===== src/shared/ssa_pkg.sv =====
// Constants and carrier types for the slave supervision block
package ssa_pkg;
  localparam int CLK_MHZ = 20;
  // Addressing channel timing, in ns
  localparam int BIT_NS = 6000;
  localparam int TOL_LATE_NS = 2000;
  localparam int TOL_EARLY_NS = 1000;
  localparam int PAUSE_NS = 9000;
  localparam logic [11:0] BIT_CYC = 12'(BIT_NS * CLK_MHZ / 1000);
  localparam logic [11:0] HALF_CYC = 12'(BIT_NS * CLK_MHZ / 2000);
  localparam logic [11:0] LATE_CYC = 12'(TOL_LATE_NS * CLK_MHZ / 1000);
  localparam logic [11:0] EARLY_CYC = 12'((TOL_EARLY_NS * CLK_MHZ + 999) / 1000);
  localparam logic [11:0] PAUSE_CYC = 12'((PAUSE_NS * CLK_MHZ + 999) / 1000);
  localparam logic [3:0] END_BIT_N = 4'hd;
  localparam logic [1:0] SYNC_TAIL_BITS = 2'h1;
  localparam logic [1:0] UNSYNC_TAIL_BITS = 2'h3;
  // Supervision times, in us
  localparam int COMM_US = 40960;
  localparam int TOGGLE_US = 327000;
  localparam int COMM_CYC_DEF = COMM_US * CLK_MHZ;
  localparam int TOGGLE_CYC_DEF = TOGGLE_US * CLK_MHZ;
  // Register byte addresses
  localparam logic [7:0] ADDR_CTRL = 8'h00;
  localparam logic [7:0] ADDR_EXT1 = 8'h04;
  localparam logic [7:0] ADDR_STATUS = 8'h08;
  localparam logic [7:0] ADDR_RXDATA = 8'h0c;
  localparam logic [31:0] CTRL_RESET = 32'h0000_0000;
  localparam logic [31:0] EXT1_RESET = 32'h0000_0000;
  // Operating modes
  typedef enum logic [1:0] {
    MODE_SLAVE = 2'b00,
    MODE_MASTER = 2'b01,
    MODE_REPEATER = 2'b10,
    MODE_MONITOR = 2'b11
  } ssa_mode_t;
  // Control register layout, high bits first
  typedef struct packed {
    logic [16:0] spare;
    logic [3:0] id_code;
    logic [4:0] slave_addr;
    logic ext_id1_lock_flag;
    logic four_in_four_out_select;
    logic port0_wdog_select_flag;
    logic wdog_active;
    logic [1:0] mode;
  } ssa_ctrl_t;
  // Telegram error flags
  typedef struct packed {
    logic length;
    logic end_bit;
    logic parity;
    logic no_info;
    logic start_bit;
  } ssa_err_t;
endpackage


===== src/rtl/ssa_supervisor.sv =====
// Addressing channel checker, state guard, communication and toggle watchdogs, ID1 lock
// Summary of operation
// - Idle high; falling start, rising end, pause
// - Mid-bit falling is zero, rising is one
// - Check only in slave mode; otherwise pass through
// - First edge after pause not falling: error
// - Edges within n*6us +2/-1us, n 1..13
// - Odd parity over info bits is error
// - Edge at 78us must rise, closes request
// - Non-pause after end bit is length error
// - Error: discard, no strobe, unsync, await pause
// - Prohibited main state forces slave reset
// - No exchange 40.96ms: status, red lamp on (lit only outside watchdog mode; in watchdog mode the reset wins)
// - Monitor armed at nonzero address, first parameter
// - Watchdog mode: enable flag or port0 condition
// - Watchdog timeout resets device, blocks exchange
// - Exchange blocked until next parameter write
// - Toggle watchdog enabled on first output event
// - Toggle watchdog needs 4I/4O plus watchdog mode
// - No toggle for 327ms: same reset
// - Lock set: read reply from locked copy
// - Lock and extended mode: bit 3 user
// - Lock: mismatching write fully ignored
// - Lock clear: user copy, writes answered
//
// Added by the designer: the APB register port and the register offsets.
`timescale 1ns/1ps
module ssa_supervisor
  import ssa_pkg::*;
#(
  parameter int COMM_CYC = COMM_CYC_DEF,
  parameter int TOGGLE_CYC = TOGGLE_CYC_DEF,
  parameter logic [3:0] FOUR_IO_ID = 4'h5, // Arbitrary value
  parameter logic [3:0] LAST_LEGAL_STATE = 4'h9
)(
  // Clock and reset
  input wire logic clk,
  input wire logic rst,
  // APB slave
  input wire logic psel,
  input wire logic penable,
  input wire logic pwrite,
  input wire logic [7:0] paddr,
  input wire logic [31:0] pwdata,
  output logic [31:0] prdata,
  output logic pready,
  output logic pslverr,
  // Addressing channel
  input wire logic aux_addr_input,
  output logic manchester_drive,
  output logic rx_strobe,
  output logic [11:0] rx_data,
  output ssa_err_t rx_err,
  // Main state machine events
  input wire logic [3:0] main_state,
  input wire logic data_exchange_done,
  input wire logic write_param_done,
  input wire logic delete_addr_done,
  input wire logic data_output_event,
  input wire logic toggle_bit,
  input wire logic param_port_zero,
  input wire logic ext_addr_mode,
  // Supervision results
  output logic slave_reset,
  output logic wdog_reset,
  output logic exchange_block,
  output logic red_fault_lamp,
  // ID code extension 1 requests
  input wire logic ext1_read_req,
  input wire logic ext1_write_req,
  input wire logic [3:0] ext1_write_data,
  output logic ext1_reply,
  output logic [3:0] ext1_reply_data,
  output logic eeprom_write
);
  typedef enum logic [1:0] {
    RX_WAIT_PAUSE = 2'b00,
    RX_IDLE = 2'b01,
    RX_RECV = 2'b10,
    RX_TAIL = 2'b11
  } ssa_rx_t;

  function automatic logic [11:0] mid_of(input logic [3:0] n);
    mid_of = 12'(n * BIT_CYC);
  endfunction

  ssa_ctrl_t ctrl;
  logic [3:0] user_ext_id1;
  logic [3:0] locked_ext_id1_copy;
  ssa_err_t err_sticky;
  ssa_rx_t rx_state;
  logic [11:0] rcnt;
  logic [3:0] wn;
  logic [11:0] shreg;
  logic synced;
  logic in_q;
  logic comm_armed;
  logic [23:0] comm_cnt;
  logic tog_enabled;
  logic tog_last;
  logic [23:0] tog_cnt;

  wire slave_mode = ctrl.mode == MODE_SLAVE;
  wire edge_seen = aux_addr_input != in_q;
  wire rising = edge_seen && aux_addr_input;
  wire [11:0] win_lo = mid_of(wn) - EARLY_CYC;
  wire [11:0] win_hi = mid_of(wn) + LATE_CYC;
  wire in_window = rcnt >= win_lo && rcnt <= win_hi;
  wire [11:0] tail_len = HALF_CYC
    + mid_of({2'b00, synced ? SYNC_TAIL_BITS : UNSYNC_TAIL_BITS});
  wire wdog_mode = ctrl.wdog_active
    || (ctrl.port0_wdog_select_flag && param_port_zero);
  wire tog_active = ctrl.id_code == FOUR_IO_ID
    && ctrl.four_in_four_out_select && wdog_mode;
  wire comm_expired = comm_armed && comm_cnt >= 24'(COMM_CYC);
  wire tog_expired = tog_enabled && tog_active && tog_cnt >= 24'(TOGGLE_CYC);
  wire wdog_fire = (comm_expired && wdog_mode) || tog_expired;
  wire illegal_state = main_state > LAST_LEGAL_STATE;
  wire any_reset = wdog_fire || illegal_state;
  wire addr_nonzero = ctrl.slave_addr != 5'h00;
  wire lock_match = ext_addr_mode ? ext1_write_data[2:0] == locked_ext_id1_copy[2:0]
    : ext1_write_data == locked_ext_id1_copy;
  wire ext1_write_ok = ext1_write_req && (!ctrl.ext_id1_lock_flag || lock_match);
  wire apb_do = psel && penable && pready;
  wire apb_wr = apb_do && pwrite;
  ssa_err_t next_err;

  // Input history and transparent forwarding outside slave mode
  always_ff @(posedge clk or posedge rst)
  begin
    if (rst)
    begin
      in_q <= 1'b1;
      manchester_drive <= 1'b1;
    end
    else
    begin
      in_q <= aux_addr_input;
      manchester_drive <= slave_mode ? 1'b1 : aux_addr_input;
    end
  end

  // Telegram receiver and checker
  always_comb
  begin
    next_err = '0;
    if (slave_mode)
    begin
      case (rx_state)
        RX_IDLE: next_err.start_bit = rising;
        RX_RECV:
        begin
          if (edge_seen && in_window && wn == END_BIT_N)
          begin
            next_err.end_bit = !rising;
            next_err.parity = rising && ^shreg;
          end
          else if (rcnt > win_hi)
            next_err.no_info = 1'b1;
        end
        RX_TAIL: next_err.length = edge_seen;
        default: next_err = '0;
      endcase
    end
  end

  always_ff @(posedge clk or posedge rst)
  begin
    if (rst)
    begin
      rx_state <= RX_WAIT_PAUSE;
      rcnt <= 12'h000;
      wn <= 4'h1;
      shreg <= 12'h000;
      synced <= 1'b0;
      rx_strobe <= 1'b0;
      rx_data <= 12'h000;
      rx_err <= '0;
    end
    else
    begin
      rx_strobe <= 1'b0;
      rx_err <= next_err;
      rcnt <= rcnt + 12'h001;
      if (!slave_mode)
      begin
        rx_state <= RX_WAIT_PAUSE;
        rcnt <= 12'h000;
        synced <= 1'b0;
      end
      else if (next_err != '0)
      begin
        rx_state <= RX_WAIT_PAUSE;
        rcnt <= 12'h000;
        synced <= 1'b0;
      end
      else
      begin
        case (rx_state)
          RX_WAIT_PAUSE:
          begin
            if (edge_seen)
              rcnt <= 12'h000;
            else if (rcnt >= PAUSE_CYC)
              rx_state <= RX_IDLE;
          end
          RX_IDLE:
          begin
            if (edge_seen)
            begin
              rx_state <= RX_RECV;
              rcnt <= 12'h000;
              wn <= 4'h1;
            end
          end
          RX_RECV:
          begin
            // Edges between windows are bit-boundary transitions and are ignored
            if (edge_seen && in_window)
            begin
              if (wn == END_BIT_N)
              begin
                rx_state <= RX_TAIL;
                rcnt <= 12'h000;
              end
              else
              begin
                shreg <= {shreg[10:0], rising};
                wn <= wn + 4'h1;
              end
            end
          end
          RX_TAIL:
          begin
            if (rcnt >= tail_len)
            begin
              rx_state <= RX_IDLE;
              rx_strobe <= 1'b1;
              rx_data <= shreg;
              synced <= 1'b1;
            end
          end
          default: rx_state <= RX_WAIT_PAUSE;
        endcase
      end
    end
  end

  // Communication monitor
  always_ff @(posedge clk or posedge rst)
  begin
    if (rst)
    begin
      comm_armed <= 1'b0;
      comm_cnt <= 24'h000000;
      red_fault_lamp <= 1'b0;
    end
    else if (any_reset || delete_addr_done)
    begin
      comm_armed <= 1'b0;
      comm_cnt <= 24'h000000;
      red_fault_lamp <= red_fault_lamp && !any_reset;
    end
    else if ((write_param_done && addr_nonzero) || (comm_armed && data_exchange_done))
    begin
      comm_armed <= 1'b1;
      comm_cnt <= 24'h000000;
      red_fault_lamp <= 1'b0;
    end
    else if (comm_armed)
    begin
      if (comm_expired)
        red_fault_lamp <= 1'b1;
      else
        comm_cnt <= comm_cnt + 24'h000001;
    end
  end

  // Toggle watchdog
  always_ff @(posedge clk or posedge rst)
  begin
    if (rst)
    begin
      tog_enabled <= 1'b0;
      tog_last <= 1'b0;
      tog_cnt <= 24'h000000;
    end
    else if (any_reset || delete_addr_done)
    begin
      tog_enabled <= 1'b0;
      tog_cnt <= 24'h000000;
    end
    else if (!tog_enabled)
    begin
      tog_enabled <= data_output_event && addr_nonzero;
      tog_last <= toggle_bit;
      tog_cnt <= 24'h000000;
    end
    else if (data_exchange_done && toggle_bit != tog_last)
    begin
      tog_last <= toggle_bit;
      tog_cnt <= 24'h000000;
    end
    else if (!tog_expired)
      tog_cnt <= tog_cnt + 24'h000001;
  end

  // Reset requests and exchange block
  always_ff @(posedge clk or posedge rst)
  begin
    if (rst)
    begin
      slave_reset <= 1'b0;
      wdog_reset <= 1'b0;
      exchange_block <= 1'b0;
    end
    else
    begin
      slave_reset <= any_reset;
      wdog_reset <= wdog_fire;
      if (wdog_fire)
        exchange_block <= 1'b1;
      else if (write_param_done)
        exchange_block <= 1'b0;
    end
  end

  // ID code extension 1 requests
  always_ff @(posedge clk or posedge rst)
  begin
    if (rst)
    begin
      ext1_reply <= 1'b0;
      ext1_reply_data <= 4'h0;
      eeprom_write <= 1'b0;
    end
    else
    begin
      ext1_reply <= ext1_read_req || ext1_write_ok;
      eeprom_write <= ext1_write_ok;
      if (ext1_read_req)
      begin
        if (!ctrl.ext_id1_lock_flag)
          ext1_reply_data <= user_ext_id1;
        else if (ext_addr_mode)
          ext1_reply_data <= {user_ext_id1[3], locked_ext_id1_copy[2:0]};
        else
          ext1_reply_data <= locked_ext_id1_copy;
      end
      else if (ext1_write_ok)
        ext1_reply_data <= ext1_write_data;
    end
  end

  // Register file
  always_ff @(posedge clk or posedge rst)
  begin
    if (rst)
    begin
      ctrl <= CTRL_RESET;
      user_ext_id1 <= EXT1_RESET[3:0];
      locked_ext_id1_copy <= EXT1_RESET[7:4];
      err_sticky <= '0;
    end
    else
    begin
      if (apb_wr && paddr == ADDR_CTRL)
        ctrl <= pwdata;
      if (ext1_write_ok)
        user_ext_id1 <= ext1_write_data;
      else if (apb_wr && paddr == ADDR_EXT1)
        user_ext_id1 <= pwdata[3:0];
      if (apb_wr && paddr == ADDR_EXT1)
        locked_ext_id1_copy <= pwdata[7:4];
      // A new error wins over a write-one clear in the same cycle
      if (apb_wr && paddr == ADDR_STATUS)
        err_sticky <= (err_sticky & ~ssa_err_t'(pwdata[4:0])) | next_err;
      else
        err_sticky <= err_sticky | next_err;
    end
  end

  // APB answer, one wait state so read data leaves a flip-flop
  always_ff @(posedge clk or posedge rst)
  begin
    if (rst)
    begin
      pready <= 1'b0;
      pslverr <= 1'b0;
      prdata <= 32'h0000_0000;
    end
    else
    begin
      pready <= psel && penable && !pready;
      pslverr <= 1'b0;
      prdata <= 32'h0000_0000;
      if (psel && penable && !pready)
      begin
        case (paddr)
          ADDR_CTRL: prdata <= ctrl;
          ADDR_EXT1: prdata <= {24'h000000, locked_ext_id1_copy, user_ext_id1};
          ADDR_STATUS: prdata <= {16'h0000, 4'h0, exchange_block,
            red_fault_lamp, tog_enabled, comm_armed, synced, 2'b00, err_sticky};
          ADDR_RXDATA: prdata <= {20'h00000, rx_data};
          default: pslverr <= 1'b1;
        endcase
      end
    end
  end
endmodule


===== config.mk =====
export PLATFORM = sky130hd
export DESIGN_NAME = ssa_supervisor
export DESIGN_NICKNAME = d
export VERILOG_FILES = /design/src/shared/ssa_pkg.sv /design/src/rtl/ssa_supervisor.sv
export SDC_FILE = /design/constraint.sdc
export NUM_CORES = 1
export LEC_CHECK = 0
export BUFFER_PORTS_ARGS = -buffer_cell sky130_fd_sc_hd__buf_2
export CAP_MARGIN = 20
export CORE_ASPECT_RATIO = 2
export CORE_UTILIZATION = 55
export DETAILED_ROUTE_END_ITERATION = 8
export HOLD_SLACK_MARGIN = 0.12
export PLACE_DENSITY = 0.77
export SLEW_MARGIN = 30
export SYNTH_ARGS = -nofsm -noshare
export SYNTH_HDL_FRONTEND = slang
export SYNTH_SLANG_ARGS = --single-unit

===== constraint.sdc =====
create_clock -name clk -period 18.5 [get_ports clk]
set_input_delay 3.7 -clock clk [delete_from_list [all_inputs] [get_ports clk]]
set_output_delay 3.7 -clock clk [all_outputs]
set_load 0.005 [all_outputs]

* Word-level counts from Yosys, hierarchy flattened
Index checks and enable logic that the tools add are counted.
** Cells by class
- Reductions and logical operators :: 59
- $add $sub $neg :: 7
- Multiplexer cells :: 68
- Equality and inequality tests :: 26
- $mul :: 2
- Bitwise gates (word level) :: 7
- Order comparisons :: 8
** Operators with widths (count)
- $mux W24 :: 8
- $pmux W32 S4 :: 1
- $mux W12 :: 5
- $add A24 B1 Y24 const B :: 2
- $mux W4 :: 9
- $mux W32 :: 1
- $mux W1 :: 28
- $logic_and A1 B1 Y1 :: 25
- $ge A24 B20 Y1 const B :: 1
- $ge A24 B23 Y1 const B :: 1
- $ne A4 B4 Y1 const B :: 6
- $pmux W12 S2 :: 1
- $mux W2 :: 10
- $eq A8 B4 Y1 const B :: 2
- $add A11 B6 Y12 const B :: 1
- $add A12 B1 Y12 const B :: 1
- $ge A12 B10 Y1 :: 1
- $ge A12 B12 Y1 :: 1
- $ge A12 B8 Y1 const B :: 1
- $gt A12 B12 Y1 :: 1
- $le A12 B12 Y1 :: 1
- $reduce_and A6 Y1 :: 2
- $reduce_xor A12 Y1 :: 1
- $sub A11 B5 Y12 const B :: 1
- 37 further kinds :: 66
** Storage, ports and cells
- Flip-flop bits (word level) :: 191
- Word-level logic and storage cells :: 221
- Output and inout bits :: 63
- Input bits :: 63

* Logic depth before layout (Yosys ltp)
- Depth in word-level cells :: 12
- Mapped depth :: 21
- Depth with buffers taken out :: 20

* Worst setup path after synthesis
No wires, ideal clock.
- Path type :: input-to-reg
- From :: in paddr[5]
- To :: reg ctrl[22] in the netlist's numbering
- Buffers on the path :: 2
- Data required time :: 18.373 ns
- Setup time :: 0.127 ns
- Cell stages on the path :: 7
- Arrival :: 5.513 ns
- Setup slack :: 12.859 ns
- Cell sequence :: or4_1 -> nor3_2 -> nand4_1 -> nand2b_1 -> clkbuf_1 -> buf_1 -> mux2_1
** On the way
- Word-level cells in the longest chain between the ends :: 2
** RTL lines
- start, declared :: RTL line ssa_supervisor.sv:43 : input wire logic [7:0] paddr,
- $logic_not A8 Y1 :: RTL line ssa_supervisor.sv:367 : if (apb_wr && paddr == ADDR_CTRL)
- $logic_and A1 B1 Y1 :: RTL line ssa_supervisor.sv:367
- end signal, assigned :: RTL line ssa_supervisor.sv:368 : ctrl <= pwdata;
- end, declared :: RTL line ssa_supervisor.sv:87 : ssa_ctrl_t ctrl;
No other way between the ends.
A chain may end at the register's enable or synchronous reset.

* Worst setup path in the final report
- From :: reg wn[0]
- To :: reg rx_data[9]
** On the way
- Word-level cells in the longest chain between the ends :: 12
- Elaborated cells between the ends (all ways) :: 18
- Classes of those cells :: 2 x add/sub; 1 x mul; 3 x order compare; 1 x eq/ne; 5 x mux; 1 x bitwise; 5 x reduce/logical
** RTL lines
- start, declared :: RTL line ssa_supervisor.sv:93 : logic [3:0] wn;
- start signal, assigned :: RTL line ssa_supervisor.sv:229 : wn <= wn + 4'h1;
- $mul A4 B4 Y8 :: RTL line ssa_supervisor.sv:84 : mid_of = 12'(n * BIT_CYC);
- $sub A11 B5 Y12 or $add A11 B6 Y12 (tied branches) :: RTL line ssa_supervisor.sv:106, ssa_supervisor.sv:107
- $ge A12 B12 Y1 or $le A12 B12 Y1 (tied branches) :: RTL line ssa_supervisor.sv:108 : wire in_window = rcnt >= win_lo && rcnt <= win_hi;
- $logic_and A1 B1 Y1 :: RTL line ssa_supervisor.sv:108
- $logic_and A1 B1 Y1 (2 in a row) :: RTL line ssa_supervisor.sv:153 : if (edge_seen && in_window && wn == END_BIT_N)
- $mux W1 or $mux W2 (tied branches) :: RTL line ssa_supervisor.sv:153
- $mux W3 (*) :: RTL line ssa_supervisor.sv:149 : case (rx_state)
- $mux W5 (*) :: RTL line ssa_supervisor.sv:147 : if (slave_mode)
- $reduce_bool A5 Y1 (*) :: RTL line ssa_supervisor.sv:191 : else if (next_err != '0)
- $not A1 Y1 (no line) (*)
- $reduce_and A4 Y1 (no line) (*)
- end signal, assigned :: RTL line ssa_supervisor.sv:239 : rx_data <= shreg;
- end, declared :: RTL line ssa_supervisor.sv:52 : output logic [11:0] rx_data,
Mark *: on every way between the ends. The rest lies on a longest branch, timed or not.

==> out/metrics.cfg <==
[clocking]
cts_sinks = 191
cts-htree-levels = 4
clk_latency_ns = 0.43
max-clock-path-buffers = 2
path_clk_slew_ns = 0.07
cts_root_buf = clkbuf_16
ctsHoldBuffers = 0
cts_setup_buffers = 0
cts_buffers = 17
cts_tree = built
ctsResizeCount = 0

[pwr]
total_power_uw = 840
net-switching-power_uw = 209
p_leak_uw = 0.00543
p_comb_frac = 0.057
switching_share = 0.249
seqPwrFrac = 0.514
intPower_uw = 631
vdd_drop_max_v = 0.0000599
power.share.clock = 0.429
power_density_mw_per_mm2 = 76.8

[global_routing]
grt_pass1_wl_mm = 34.5
grt_pass1_vias = 6859
gr-total-overflow = 0
grt_max_degree = 126
antenna_found_initial = 4
track_usage = 0.252

[logic_synthesis]
synth_edf_count = 0
ys_ff_latch = 191
ys_seq_area_frac = 0.501
synthAdderAreaFrac = 0.0681
synth_compound_area_frac = 0.0868
synth_xor_area_frac = 0.0666
synth.avg_cell_area_um2 = 11.1
synth-main-ff-cell = dfrtp_1
synth-simple-area-share = 0.142
synth_warnings = 0
synthesis.area_mm2 = 0.00955
syn_inst = 860
synthMuxAreaShare = 0.106
synth_cell_type_count = 66
async_reset_ff_frac = 1.00
synth_top_family_by_area = simple AND/OR/NAND/NOR gates
synth_fp_nets = 972

[floorplan]
start_util = 0.567
ios = 126
rows = 67
die_h_um = 188
core_mm2 = 0.0168
die_w_um = 95.2
die-area_mm2 = 0.0179

[sta]
skew_ns = 0.0158
tightest_slew_ns = 0.863
max_clock_freq_mhz = 168
finalHoldViolations = 0
fin_setup_tns_ns = 0
setup_viol = 0
timing.final.ws_setup_ns = 12.55
finalCriticalPeriod_ns = 5.95
grt_setup_unrepaired = false
min_period_over_period = 0.322
relSlewSlack = 0.424
drv_slew = 0

[critical_path]
r2r-start = wn[0]$_DFFE_PP1P_
critical_path_arrival_ns = 6.26
cp-start-kind = register
r2r_slack_ns = 12.55
cp_max_fo = 13
required_ns = 18.81
startpoint = wn[0]$_DFFE_PP1P_
cp-end-kind = register
crit_type = reg2reg

[cells_and_area]
nFillCells = 1343
final_cell_mix = dfrtp_1, buf_2, nor2_1, mux2_2, nand2_1
area.growth.synth_to_final_pct = 14.6
final_nets = 1091
fin_util = 0.650
drive_above_1_share = 0.250
fin_cells = 1203
final_common_cell = dfrtp_1
multiInputGateArea_mm2 = 0.00449
seqCellArea_mm2 = 0.00478

[detailed_routing]
drc = 0
routed_wirelength_mm = 21.1
routed_via_density = 5.61
num_vias = 6749
ant_nets = 0
dr.pass1.iters = 4
drt_iter0_drc = 333
wl_per_cell_um = 17.5

[place]
gp_congestion = 0.848
port_buffers = 124
hpwl_mm = 15.5
place_ws_ns = 12.33
place_inst = 1167

[run]
maxCapViolCount = 0

[run_status]
status = finished, final reports clean

[hold_path]
min_from = pready$_DFF_PP0_
hold_class = reg2reg

critical path, cell delays in order, from the launching register on:
cell and delay [ns]:
dfstp_2 0.65, fa_1 0.44, inv_1 0.08, fa_1 0.45, fa_1 0.44, inv_1 0.07, a21o_1 0.11, a21oi_1 0.07
xnor2_1 0.44, nand3_1 0.16, xor2_1 0.18, ha_1 0.31, nand2_1 0.05, o21ai_0 0.36, mux2i_1 0.27, o221ai_2 0.43
o31ai_4 0.19, nor2_2 0.71, mux2_2 0.42
through the flow:
| step | hold slack [ns] | area, um^2 |
|---|---|---|
| after global placement | 0.454 | 10300 |
| after floorplan | 0.445 | 9550 |
| final | 0.473 | 10900 |
| after global routing | 0.489 | 10900 |
| after CTS | 0.477 | 10900 |
| after detailed placement | 0.461 | 10300 |
power groups by stage:
stage	combinational, uW	sequential, uW	clock (uW)
5_1_grt	54.1	433	385
4_1_cts	48.6	432	368
2_1_floorplan	30.9	437	0
3_3_place_gp	47.1	440	0
3_5_place_dp	48.3	440	0
6_report	47.8	432	361
routing by layer:
layer	GRT usage	vias to the layer above	wire length, um
met2	0.449	145	11500
li1	-	3226	-
met3	0.0452	34	694
met4	0.109	0	716
met1	0.288	3344	8130
met5	0	-	0
Yosys cell counts (6+ instances only):
master | count | area [um^2]
ha_1 | 44 | 551
inv_1 | 44 | 165
a21oi_1 | 36 | 180
a22oi_1 | 6 | 45.0
xor2_1 | 22 | 193
xnor2_1 | 48 | 420
mux4_2 | 6 | 135
and3_1 | 24 | 150
mux2_2 | 54 | 608
dfrtp_1 | 188 | 4700
or3_1 | 12 | 75.1
mux2i_1 | 12 | 120
nand3_1 | 16 | 80.1
nor3_1 | 14 | 70.1
o21a_1 | 8 | 60.1
a21o_1 | 13 | 97.6
and2_1 | 23 | 144
clkbuf_1 | 18 | 67.6
o21ai_0 | 28 | 140
mux2_4 | 9 | 135
nand4_1 | 18 | 113
nand2_1 | 51 | 191
nor2_1 | 83 | 312
sequential cells by signal, indices dropped and copies added (netlist names), 2 cells and up:
name                 count
rx_data                 12
tog_cnt                 24
ctrl                    32
wn                       4
comm_cnt                24
shreg                   12
rcnt                    12
err_sticky               5
user_ext_id1             4
rx_state                 2
rx_err                   5
ext1_reply_data          4
prdata                  32
locked_ext_id1_copy      4
logic make-up (layout without fill, tap and decap cells):
| kind of cell | after synthesis | count (layout) |
|---|---|---|
| AOI/OAI and AO/OA | 125 | 125 |
| muxes | 82 | 82 |
| and+or+nand+nor | 270 | 270 |
| buffers and inverters | 72 | 204 |
| DFF | 191 | 191 |
| xor gates and xnor gates | 71 | 71 |
| adders and majority gates | 49 | 49 |
| other | 0 | 4 |
worst paths after layout:
kind                                                      end  cells after the start
hold reg to reg                             pslverr$_DFF_PP0_                      1
setup reg to reg                       rx_data[9]$_DFFE_PP0P_                     18
hold / removal                              pslverr$_DFF_PP0_                      1
min in group asynchronous              tog_cnt[1]$_DFFE_PP0P_                      2
setup / recovery                       rx_data[9]$_DFFE_PP0P_                     18
max in group asynchronous  locked_ext_id1_copy[2]$_DFFE_PP0P_                      3
layout make-up:
class                      count  share of cell area
sequential                   191               0.437
antenna                        4            0.000915
clock inverter                15              0.0143
inverter                      44              0.0158
multi-input combinational    597               0.410
timing repair buffer         128              0.0594
clock buffer                  17              0.0389
tap                          207              0.0237
(Power assumes the default switching activity.)
